### config.mk
export PLATFORM = sky130hd
export DESIGN_NAME = cwc_top
export DESIGN_NICKNAME = d
export VERILOG_FILES = /design/src/cwc_pkg.sv /design/src/cwc_top.sv /design/src/cwc_fs_tick.sv
export VERILOG_INCLUDE_DIRS = /design/src
export SDC_FILE = /design/constraint.sdc
export NUM_CORES = 1
export LEC_CHECK = 0
export ABC_AREA = 0
export BUFFER_PORTS_ARGS = -buffer_cell sky130_fd_sc_hd__buf_2
export CAP_MARGIN = 25
export CORE_MARGIN = 4
export CORE_UTILIZATION = 59
export DETAILED_ROUTE_END_ITERATION = 7
export GPL_ROUTABILITY_DRIVEN = 0
export GPL_TIMING_DRIVEN = 0
export PLACE_DENSITY = 0.8
export SLEW_MARGIN = 20
export SYNTH_ARGS = -nofsm -noshare
export SYNTH_HDL_FRONTEND = slang
export SYNTH_SLANG_ARGS = --single-unit
### constraint.sdc
create_clock -name clk -period 5.1 [get_ports clk]
set_input_delay 0.765 -clock clk [delete_from_list [all_inputs] [get_ports clk]]
set_output_delay 0.765 -clock clk [all_outputs]
set_load 0.01 [all_outputs]
### src/cwc_params.svh
`ifndef CWC_PARAMS_SVH
`define CWC_PARAMS_SVH
// Contract
// - Flag error when a rise comes after 56 fs plus latest-zero setting.
// - Flag error when no rise is seen before the latest-zero limit.
// - Flag error for a rise between latest-one and earliest-zero limits.
// - Flag error when a rise comes before 13 fs minus earliest-one setting.
// - All four rise checks act only while waveform check enable is 1.
// - Transmit-in-progress sets at start bit, clears on completion or error.
// - Writes to the transmit-in-progress bit are ignored.
// - Writing 1 to transmit enable bit 0 starts; writing 0 disables.
// - Transmit enable self-clears on completion or error event.
// - Transmit buffer bits 7 to 0 hold the byte, bit 7 sent first.
// - Transmit buffer bit 8 holds the end-of-message bit to send.
// - Start bit rises at 121 fs minus start rise trim.
// - Start bit lasts 147 fs minus start period trim.
// - Data bit rises at 20 or 49 fs minus trim 0..3; 4..7 reserved.
// - Data bit lasts 79 fs minus data period trim.

// Register byte offsets
`define CWC_OFF_RXEN   8'h00
`define CWC_OFF_RXCFG  8'h04
`define CWC_OFF_TXEN   8'h08
`define CWC_OFF_TXBUF  8'h0C
`define CWC_OFF_TXTCR  8'h10
`define CWC_OFF_STAT   8'h14

// Field positions
`define CWC_RX_WAVEN   0
`define CWC_RX_W0_LSB  8
`define CWC_RX_W1_LSB  12
`define CWC_RX_W2_LSB  16
`define CWC_RX_W3_LSB  20
`define CWC_TX_EN      0
`define CWC_TX_TRANS   1
`define CWC_TB_EOM     8
`define CWC_TC_STRS    20
`define CWC_TC_SPRD    16
`define CWC_TC_DTRS    12
`define CWC_TC_DPRD    8
`define CWC_TC_BRD     4
`define CWC_TC_FREE    0
`define CWC_ST_WERR    0
`define CWC_ST_TDONE   1

// Reset values
`define CWC_RST_REG    32'h0000_0000

// Timing in fs periods, then data bits per frame
`define CWC_E1_BASE    8'h0D
`define CWC_L1_BASE    8'h1A
`define CWC_E0_BASE    8'h2B
`define CWC_L0_BASE    8'h38
`define CWC_SRISE_BASE 8'h79
`define CWC_SPRD_BASE  8'h93
`define CWC_DR1_BASE   8'h14
`define CWC_DR0_BASE   8'h31
`define CWC_DPRD_BASE  8'h4F
`define CWC_NBITS      4'hA

// fs time base
`define CWC_CLK_NS     50
`define CWC_FS_NS      30518
`define CWC_FS_DIV     (`CWC_FS_NS / `CWC_CLK_NS)
`endif

### src/cwc_pkg.sv
package cwc_pkg;
   typedef struct packed {
      logic [2:0] latestZero;
      logic [2:0] earliestZero;
      logic [2:0] latestOne;
      logic [2:0] earliestOne;
      logic       waveEn;
   } cwc_rx_cfg_t;

   typedef struct packed {
      logic [2:0] startRise;
      logic [2:0] startPeriod;
      logic [2:0] dataRise;
      logic [3:0] dataPeriod;
      logic       broadcast;
      logic [3:0] busFree;
   } cwc_tx_cfg_t;

   typedef enum logic [2:0] {
      CWC_TX_IDLE  = 3'h0,
      CWC_TX_SLOW  = 3'h1,
      CWC_TX_SHIGH = 3'h2,
      CWC_TX_DLOW  = 3'h3,
      CWC_TX_DHIGH = 3'h4
   } cwc_tx_state_t;
endpackage

### src/cwc_top.sv
`timescale 1ns/100ps
`include "cwc_params.svh"
module cwc_top #(
   parameter int FS_DIV = `CWC_FS_DIV
) (
   input  wire logic        clk,
   input  wire logic        rst,
   input  wire logic        ce,
   input  wire logic [7:0]  addr,
   input  wire logic [31:0] wrData,
   input  wire logic        wrEn,
   input  wire logic        rdEn,
   output logic      [31:0] rdData,
   input  wire logic        cecIn,
   output logic             cecOut,
   output logic             cecOeN,
   output logic             waveErrReq,
   output logic             txDoneReq
);
   logic                  fsTick;
   logic                  rxEnable;
   cwc_pkg::cwc_rx_cfg_t  rxCfg;
   cwc_pkg::cwc_tx_cfg_t  txCfg;
   logic                  txEnable;
   logic                  txTrans;
   logic [7:0]            txByte;
   logic                  txEom;
   logic                  waveErrFlag;
   logic                  txDoneFlag;
   cwc_pkg::cwc_tx_state_t txState;
   logic [7:0]            txCount;
   logic [3:0]            txBitIdx;
   logic [9:0]            txShift;
   logic                  lineLast;
   logic                  rxActive;
   logic [7:0]            rxCount;
   logic                  waveErrEvt;
   logic                  txDoneEvt;
   logic                  wrTxEn;
   logic [7:0]            limEarlyOne;
   logic [7:0]            limLateOne;
   logic [7:0]            limEarlyZero;
   logic [7:0]            limLateZero;
   logic [7:0]            startRise;
   logic [7:0]            startPeriod;
   logic [7:0]            dataRise;
   logic [7:0]            dataPeriod;
   logic [1:0]            dataTrim;
   logic                  fallEdge;
   logic                  riseEdge;
   logic                  riseBad;

   cwc_fs_tick #(
      .DIV (FS_DIV)
   ) u_fs_tick (
      .clk  (clk),
      .rst  (rst),
      .ce   (ce),
      .tick (fsTick)
   );

   assign wrTxEn = wrEn && (addr == `CWC_OFF_TXEN);

   // Receive limits from the configured trims
   assign limLateZero  = `CWC_L0_BASE + {5'h00, rxCfg.latestZero};
   assign limLateOne   = `CWC_L1_BASE + {5'h00, rxCfg.latestOne};
   assign limEarlyZero = `CWC_E0_BASE - {5'h00, rxCfg.earliestZero};
   assign limEarlyOne  = `CWC_E1_BASE - {5'h00, rxCfg.earliestOne};

   // Transmit timing from the configured trims
   assign startRise   = `CWC_SRISE_BASE - {5'h00, txCfg.startRise};
   assign startPeriod = `CWC_SPRD_BASE - {5'h00, txCfg.startPeriod};
   // Reserved data rise codes act as no trim
   assign dataTrim    = txCfg.dataRise[2] ? 2'h0
                        : txCfg.dataRise[1:0];
   assign dataRise    = (txShift[9] ? `CWC_DR1_BASE : `CWC_DR0_BASE)
                        - {6'h00, dataTrim};
   assign dataPeriod  = `CWC_DPRD_BASE - {4'h0, txCfg.dataPeriod};

   // Line edges from the previous sampled line level, own transmission included
   assign fallEdge = lineLast && !cecIn;
   assign riseEdge = !lineLast && cecIn;

   // Rise outside the legal one or zero windows
   assign riseBad = (rxCount < limEarlyOne)
                 || ((rxCount > limLateOne)
                     && (rxCount < limEarlyZero))
                 || (rxCount > limLateZero);

   always_comb begin
      waveErrEvt = 1'b0;
      if (fsTick || riseEdge) begin
         waveErrEvt = 1'b0;
      end
      if (rxEnable && rxCfg.waveEn && rxActive && !txTrans) begin
         if (riseEdge) begin
            waveErrEvt = riseBad;
         end else if (fsTick && !cecIn && (rxCount == limLateZero)) begin
            waveErrEvt = 1'b1;
         end
      end
   end

   // Line history for edge detection
   always_ff @(posedge clk or posedge rst) begin
      if (rst) begin
         lineLast <= 1'b1;
      end else if (ce) begin
         lineLast <= cecIn;
      end
   end

   // Bit timer restarts on every falling edge while receive is enabled and no transmission is in progress
   always_ff @(posedge clk or posedge rst) begin
      if (rst) begin
         rxActive <= 1'b0;
         rxCount  <= 8'h00;
      end else if (ce) begin
         if (!rxEnable || txTrans) begin
            rxActive <= 1'b0;
            rxCount  <= 8'h00;
         end else if (fallEdge) begin
            rxActive <= 1'b1;
            rxCount  <= 8'h00;
         end else if (riseEdge || waveErrEvt) begin
            rxActive <= 1'b0;
         end else if (rxActive && fsTick && rxCount != 8'hFF) begin
            rxCount  <= rxCount + 8'h01;
         end
      end
   end

   // Configuration registers
   always_ff @(posedge clk or posedge rst) begin
      if (rst) begin
         rxEnable <= 1'b0;
         rxCfg    <= '0;
         txCfg    <= '0;
         txByte   <= 8'h00;
         txEom    <= 1'b0;
      end else if (ce && wrEn) begin
         case (addr)
            `CWC_OFF_RXEN: begin
               rxEnable <= wrData[0];
            end
            `CWC_OFF_RXCFG: begin
               rxCfg.waveEn       <= wrData[`CWC_RX_WAVEN];
               rxCfg.earliestOne  <= wrData[`CWC_RX_W0_LSB +: 3];
               rxCfg.latestOne    <= wrData[`CWC_RX_W1_LSB +: 3];
               rxCfg.earliestZero <= wrData[`CWC_RX_W2_LSB +: 3];
               rxCfg.latestZero   <= wrData[`CWC_RX_W3_LSB +: 3];
            end
            `CWC_OFF_TXBUF: begin
               txByte <= wrData[7:0];
               txEom  <= wrData[`CWC_TB_EOM];
            end
            `CWC_OFF_TXTCR: begin
               txCfg.startRise   <= wrData[`CWC_TC_STRS +: 3];
               txCfg.startPeriod <= wrData[`CWC_TC_SPRD +: 3];
               txCfg.dataRise    <= wrData[`CWC_TC_DTRS +: 3];
               txCfg.dataPeriod  <= wrData[`CWC_TC_DPRD +: 4];
               txCfg.broadcast   <= wrData[`CWC_TC_BRD];
               txCfg.busFree     <= wrData[`CWC_TC_FREE +: 4];
            end
            default: begin
            end
         endcase
      end
   end

   // Transmit enable and progress status
   always_ff @(posedge clk or posedge rst) begin
      if (rst) begin
         txEnable <= 1'b0;
         txTrans  <= 1'b0;
      end else if (ce) begin
         if (txDoneEvt || waveErrEvt) begin
            txEnable <= 1'b0;
            txTrans  <= 1'b0;
         end else if (wrTxEn) begin
            txEnable <= wrData[`CWC_TX_EN];
            // Only bit 0 is taken, progress bit writes dropped
            txTrans  <= wrData[`CWC_TX_EN] && txEnable ? txTrans
                        : wrData[`CWC_TX_EN];
         end
      end
   end

   // Transmit sequencer
   always_ff @(posedge clk or posedge rst) begin
      if (rst) begin
         txState   <= cwc_pkg::CWC_TX_IDLE;
         txCount   <= 8'h00;
         txBitIdx  <= 4'h0;
         txShift   <= 10'h000;
         txDoneEvt <= 1'b0;
      end else if (ce) begin
         txDoneEvt <= 1'b0;
         if (!txEnable || !txTrans) begin
            txState <= cwc_pkg::CWC_TX_IDLE;
            if (wrTxEn && wrData[`CWC_TX_EN] && !txEnable) begin
               txState  <= cwc_pkg::CWC_TX_SLOW;
               txCount  <= 8'h00;
               txBitIdx <= 4'h0;
               txShift  <= {txByte, txEom, 1'b1};
            end
         end else if (fsTick) begin
            txCount <= txCount + 8'h01;
            case (txState)
               cwc_pkg::CWC_TX_SLOW: begin
                  if (txCount + 8'h01 == startRise) begin
                     txState <= cwc_pkg::CWC_TX_SHIGH;
                  end
               end
               cwc_pkg::CWC_TX_SHIGH: begin
                  if (txCount + 8'h01 == startPeriod) begin
                     txState <= cwc_pkg::CWC_TX_DLOW;
                     txCount <= 8'h00;
                  end
               end
               cwc_pkg::CWC_TX_DLOW: begin
                  if (txCount + 8'h01 == dataRise) begin
                     txState <= cwc_pkg::CWC_TX_DHIGH;
                  end
               end
               cwc_pkg::CWC_TX_DHIGH: begin
                  if (txCount + 8'h01 == dataPeriod) begin
                     txCount  <= 8'h00;
                     txShift  <= {txShift[8:0], 1'b0};
                     txBitIdx <= txBitIdx + 4'h1;
                     if (txBitIdx == `CWC_NBITS - 4'h1) begin
                        txState   <= cwc_pkg::CWC_TX_IDLE;
                        txDoneEvt <= 1'b1;
                     end else begin
                        txState <= cwc_pkg::CWC_TX_DLOW;
                     end
                  end
               end
               default: begin
                  txState <= cwc_pkg::CWC_TX_IDLE;
               end
            endcase
         end
      end
   end

   // Open-drain line drive, enable low pulls the line
   always_ff @(posedge clk or posedge rst) begin
      if (rst) begin
         cecOut <= 1'b0;
         cecOeN <= 1'b1;
      end else if (ce) begin
         cecOut <= 1'b0;
         cecOeN <= !(txEnable && txTrans
                  && (txState == cwc_pkg::CWC_TX_SLOW
                   || txState == cwc_pkg::CWC_TX_DLOW));
      end
   end

   // Sticky status, set wins over write-one clear
   always_ff @(posedge clk or posedge rst) begin
      if (rst) begin
         waveErrFlag <= 1'b0;
         txDoneFlag  <= 1'b0;
         waveErrReq  <= 1'b0;
         txDoneReq   <= 1'b0;
      end else if (ce) begin
         waveErrReq <= waveErrEvt;
         txDoneReq  <= txDoneEvt;
         if (waveErrEvt) begin
            waveErrFlag <= 1'b1;
         end else if (wrEn && addr == `CWC_OFF_STAT
                      && wrData[`CWC_ST_WERR]) begin
            waveErrFlag <= 1'b0;
         end
         if (txDoneEvt) begin
            txDoneFlag <= 1'b1;
         end else if (wrEn && addr == `CWC_OFF_STAT
                      && wrData[`CWC_ST_TDONE]) begin
            txDoneFlag <= 1'b0;
         end
      end
   end

   // Read data one cycle after the strobe
   always_ff @(posedge clk or posedge rst) begin
      if (rst) begin
         rdData <= `CWC_RST_REG;
      end else if (ce) begin
         rdData <= `CWC_RST_REG;
         if (rdEn) begin
            case (addr)
               `CWC_OFF_RXEN: begin
                  rdData[0] <= rxEnable;
               end
               `CWC_OFF_RXCFG: begin
                  rdData[`CWC_RX_WAVEN]      <= rxCfg.waveEn;
                  rdData[`CWC_RX_W0_LSB +: 3] <= rxCfg.earliestOne;
                  rdData[`CWC_RX_W1_LSB +: 3] <= rxCfg.latestOne;
                  rdData[`CWC_RX_W2_LSB +: 3] <= rxCfg.earliestZero;
                  rdData[`CWC_RX_W3_LSB +: 3] <= rxCfg.latestZero;
               end
               `CWC_OFF_TXEN: begin
                  // Enable is write-only, only progress is visible
                  rdData[`CWC_TX_TRANS] <= txTrans;
               end
               `CWC_OFF_TXBUF: begin
                  rdData[7:0]          <= txByte;
                  rdData[`CWC_TB_EOM]  <= txEom;
               end
               `CWC_OFF_TXTCR: begin
                  rdData[`CWC_TC_STRS +: 3] <= txCfg.startRise;
                  rdData[`CWC_TC_SPRD +: 3] <= txCfg.startPeriod;
                  rdData[`CWC_TC_DTRS +: 3] <= txCfg.dataRise;
                  rdData[`CWC_TC_DPRD +: 4] <= txCfg.dataPeriod;
                  rdData[`CWC_TC_BRD]       <= txCfg.broadcast;
                  rdData[`CWC_TC_FREE +: 4] <= txCfg.busFree;
               end
               `CWC_OFF_STAT: begin
                  rdData[`CWC_ST_WERR]  <= waveErrFlag;
                  rdData[`CWC_ST_TDONE] <= txDoneFlag;
               end
               default: begin
                  rdData <= `CWC_RST_REG;
               end
            endcase
         end
      end
   end

endmodule // cwc_top

### src/cwc_fs_tick.sv
`timescale 1ns/100ps
module cwc_fs_tick #(
   parameter int DIV = 610
) (
   input  wire logic clk,
   input  wire logic rst,
   input  wire logic ce,
   output logic      tick
);
   logic [15:0] count;

   // Divides clk down to one pulse per fs period
   always_ff @(posedge clk or posedge rst) begin
      if (rst) begin
         count <= 16'h0000;
         tick  <= 1'b0;
      end else if (ce) begin
         if (count == 16'(DIV - 1)) begin
            count <= 16'h0000;
            tick  <= 1'b1;
         end else begin
            count <= count + 16'h0001;
            tick  <= 1'b0;
         end
      end
   end
endmodule // cwc_fs_tick

==> flow_summary.json <==
{
  "r2r_cells": 9,
  "total_power_mw": 2.54,
  "worstSetupPathType": "reg2reg",
  "core_area_um2": 11400,
  "wirelength_um": 18000,
  "drc": 0,
  "worst_pin_slew_ns": 1.01,
  "drtIter0Drc": 644,
  "cp_max_fo": 10,
  "numCtsBuffers": 17,
  "cts_root_buffer": "clkbuf_16",
  "sw_frac_of_total_pct": 24.0,
  "slew_viol_final": 0,
  "postCtsSetupBuffers": 0,
  "fillCellCount": 833,
  "synth-async-reset-ratio_pct": 100,
  "rows": 39,
  "synth_cells": 671,
  "p_switching_uw": 607,
  "yosysUniqueCellTypes": 77,
  "firstDrtPassIters": 6,
  "setup_viol": 0,
  "critPathLaunch": "txCount[1]",
  "synth_seq_cells": 122,
  "initial_core_util_pct": 60.1,
  "power_density_nw_per_um2": 316,
  "hpwl_um": 12700,
  "p_clk_share_pct": 49.7,
  "hold_viol": 0,
  "crit-reg2reg-launch": "txCount[1]",
  "final_antenna_net_count": 0,
  "cp.arrival_ns": 3.87,
  "slew_headroom_pct": 31.9,
  "dp.cells": 885,
  "clockBufferDepth": 2,
  "fin_crit_ns": 3.56,
  "hold_buffers": 0,
  "diodes": 0,
  "synth_top_cell_by_area": "dfrtp_1",
  "fmax_mhz": 281,
  "synth_area_leaders": "dfrtp_1 (44%), mux2_2 (6.6%), ha_1 (4.7%), nand2_1 (3.7%), xnor2_1 (2.8%)",
  "ys.flop_type": "dfrtp_1",
  "intPower_mw": 1.93,
  "grt_max_degree": 83,
  "areaGrowthSynthToFinish_pct": 16.8,
  "yosysMostFrequentCell": "dfrtp_1",
  "io_buffers": 58,
  "htree_levels": 4,
  "grt_pass1_vias": 5971,
  "peakVddDrop_v": 0.000244,
  "grt_pass1_wl_um": 29800,
  "grt_setup_unrepaired": "false",
  "cts_resized": 0,
  "grt_usage_pct": 28.4,
  "dieArea_um2": 13400,
  "clock_skew_ns": 0.00764,
  "layout-drive-gt1-share_pct": 21.1,
  "insertion_delay_ns": 0.42,
  "maxCapViolations": 0,
  "start_kind": "register",
  "cp-end-kind": "register",
  "synth-edff-count": 0,
  "hold_path.class": "in2async",
  "post-route-period-util_pct": 69.9,
  "globalRouteOverflowTotal": 0,
  "ys_top_cells_by_count": "dfrtp_1 (120), nand2_1 (67), mux2_2 (40), inv_1 (30), o21ai_0 (29)",
  "yosysWarnings": 0,
  "p_leak_nw": 3.84,
  "final_util_pct": 70.2,
  "nNetsFinal": 833,
  "clk_pin_slew_ns": 0.05,
  "reg2reg_slack_ns": 1.54,
  "synth_seq_area_share_pct": 44.5,
  "fin_cells": 914,
  "vias_per_cell": 6.28,
  "rr_endpoint": "txState[1]",
  "die_y_um": 116,
  "wire_per_inst_um": 19.6,
  "num_vias": 5740,
  "fp.dieW_um": 116,
  "yosysTopAreaCellShare_pct": 43.7,
  "cts_tree": "yes",
  "clock_sinks": 122,
  "io-pin-count": 82,
  "syn-cell-area_um2": 6860,
  "comb_power_share_pct": 8.3,
  "grt_antenna_before_repair": 0,
  "status": "completed",
  "required_ns": 5.40,
  "syn_area_per_cell_um2": 10.2,
  "seq_power_share_pct": 41.9
}
-- power groups by stage --
| stage | combinational [mW] | sequential [mW] | clock [mW] |
|---|---|---|---|
| after CTS | 0.210 | 1.06 | 1.27 |
| final | 0.211 | 1.06 | 1.26 |
| after global placement | 0.194 | 1.07 | 0 |
| after floorplan | 0.142 | 1.06 | 0 |
| after detailed placement | 0.205 | 1.08 | 0 |
| after global routing | 0.236 | 1.07 | 1.31 |
-- layer usage --
layer	track usage, %	up-vias	share of wire, %
met3	7.94	38	6.8
met2	47.3	256	50
met1	36.0	2844	41
li1	-	2602	-
met4	9.51	0	2.3
met5	0	-	0
-- cells in the final DEF, fill, tap and decap left out, types with 5 or more instances in the layout --
| cell type | netlist | routed |
|---|---|---|
| a22o_1 | 5 | 5 |
| a22oi_1 | 15 | 15 |
| nor4b_1 | 6 | 6 |
| dfrtp_1 | 120 | 120 |
| xnor2_1 | 22 | 22 |
| nand2_1 | 67 | 67 |
| buf_2 | 6 | 64 |
| buf_4 | 13 | 13 |
| nand2b_1 | 11 | 11 |
| a21oi_1 | 10 | 10 |
| clkbuf_1 | 21 | 23 |
| o2bb2ai_1 | 21 | 21 |
| a21o_1 | 5 | 5 |
| nor3_1 | 16 | 16 |
| o21a_1 | 5 | 5 |
| o21ai_0 | 29 | 29 |
| and3_1 | 12 | 12 |
| or2_2 | 5 | 5 |
| nor2b_1 | 7 | 7 |
| and2_1 | 6 | 6 |
| inv_1 | 30 | 29 |
| mux2_1 | 10 | 10 |
| mux2_2 | 40 | 40 |
| conb_1 | 1 | 12 |
| nand4_1 | 12 | 12 |
| ha_1 | 26 | 26 |
| xor2_1 | 11 | 11 |
| nor2_1 | 22 | 22 |
| nand3_1 | 21 | 21 |
| clkbuf_16 | 0 | 17 |
| o21ai_1 | 7 | 7 |
-- registers in the layout, summed over array words and instances, names as in the netlist --
signal / count
txEnable: 1
txDoneFlag: 1
rxCfg: 13
txBitIdx: 4
txDoneEvt: 1
cecOeN: 1
waveErrReq: 1
u_fs_tick.count: 16
txDoneReq: 1
txCount: 8
rxActive: 1
rxEnable: 1
txEom: 1
txCfg: 18
rxCount: 8
txTrans: 1
txShift: 10
txByte: 8
lineLast: 1
u_fs_tick.tick: 1
txState: 3
waveErrFlag: 1
rdData: 21
-- cell families after synthesis --
logic type               count (synthesis)  synth area share, %
AO/OA/AOI/OAI                          144                 15.2
XOR/XNOR                                34                 4.54
adder cells (fa/ha/maj)                 26                 4.74
buffers and inverters                   74                 5.09
flip-flops                             122                 44.5
multiplexers                            54                 8.79
other                                    1               0.0546
AND/OR/NAND/NOR                        216                 17.1
-- per-stage QoR --
| stage | hold WS, ns | instance area [µm²] | worst slack (ns) | setup TNS (ns) |
|---|---|---|---|---|
| final | 0.335 | 8020 | 1.54 | 0 |
| after global routing | 0.362 | 8020 | 1.28 | 0 |
| after CTS | 0.354 | 8020 | 1.65 | 0 |
| after detailed placement | 0.472 | 7410 | 1.48 | 0 |
| after global placement | 0.468 | 7370 | -0.160 | -18.35 |
| after floorplan | 0.447 | 6910 | 1.10 | 0 |
-- worst max path at each step --
| stage | cells past startpoint | slack (ns) | endpoint |
|---|---|---|---|
| 5_1_grt | 9 | 1.28 | txState[1] |
| 4_1_cts | 9 | 1.65 | txState[1] |
| 3_3_place_gp | 2 | -0.16 | txCount[1] |
| 6_report | 9 | 1.54 | txState[1] |
| 2_1_floorplan | 1 | 1.10 | rdData[0] |
| 3_5_place_dp | 9 | 1.48 | txCfg[4] |
-- critical path, cell delays in order (launching register included) --
cell and delay, ns:
dfrtp_1 0.48, ha_1 0.25, buf_2 0.24, nand3_1 0.30, o21ai_0 0.38, o2111ai_1 0.20
a2111oi_0 0.66, nor3_1 0.20, or3_1 0.44, a221o_1 0.30
-- cell type report --
type / instances / area (µm²) / share of cell area (%)
timing repair buffer: 60 / 322 / 4.01
clock inverter: 8 / 145 / 1.81
inverter: 31 / 121 / 1.51
multi-input combinational: 486 / 3500 / 43.7
clock buffer: 21 / 460 / 5.74
sequential: 122 / 3060 / 38.1
tap: 143 / 179 / 2.23
buffer: 43 / 233 / 2.90
Power figures use the tool's default switching activity.
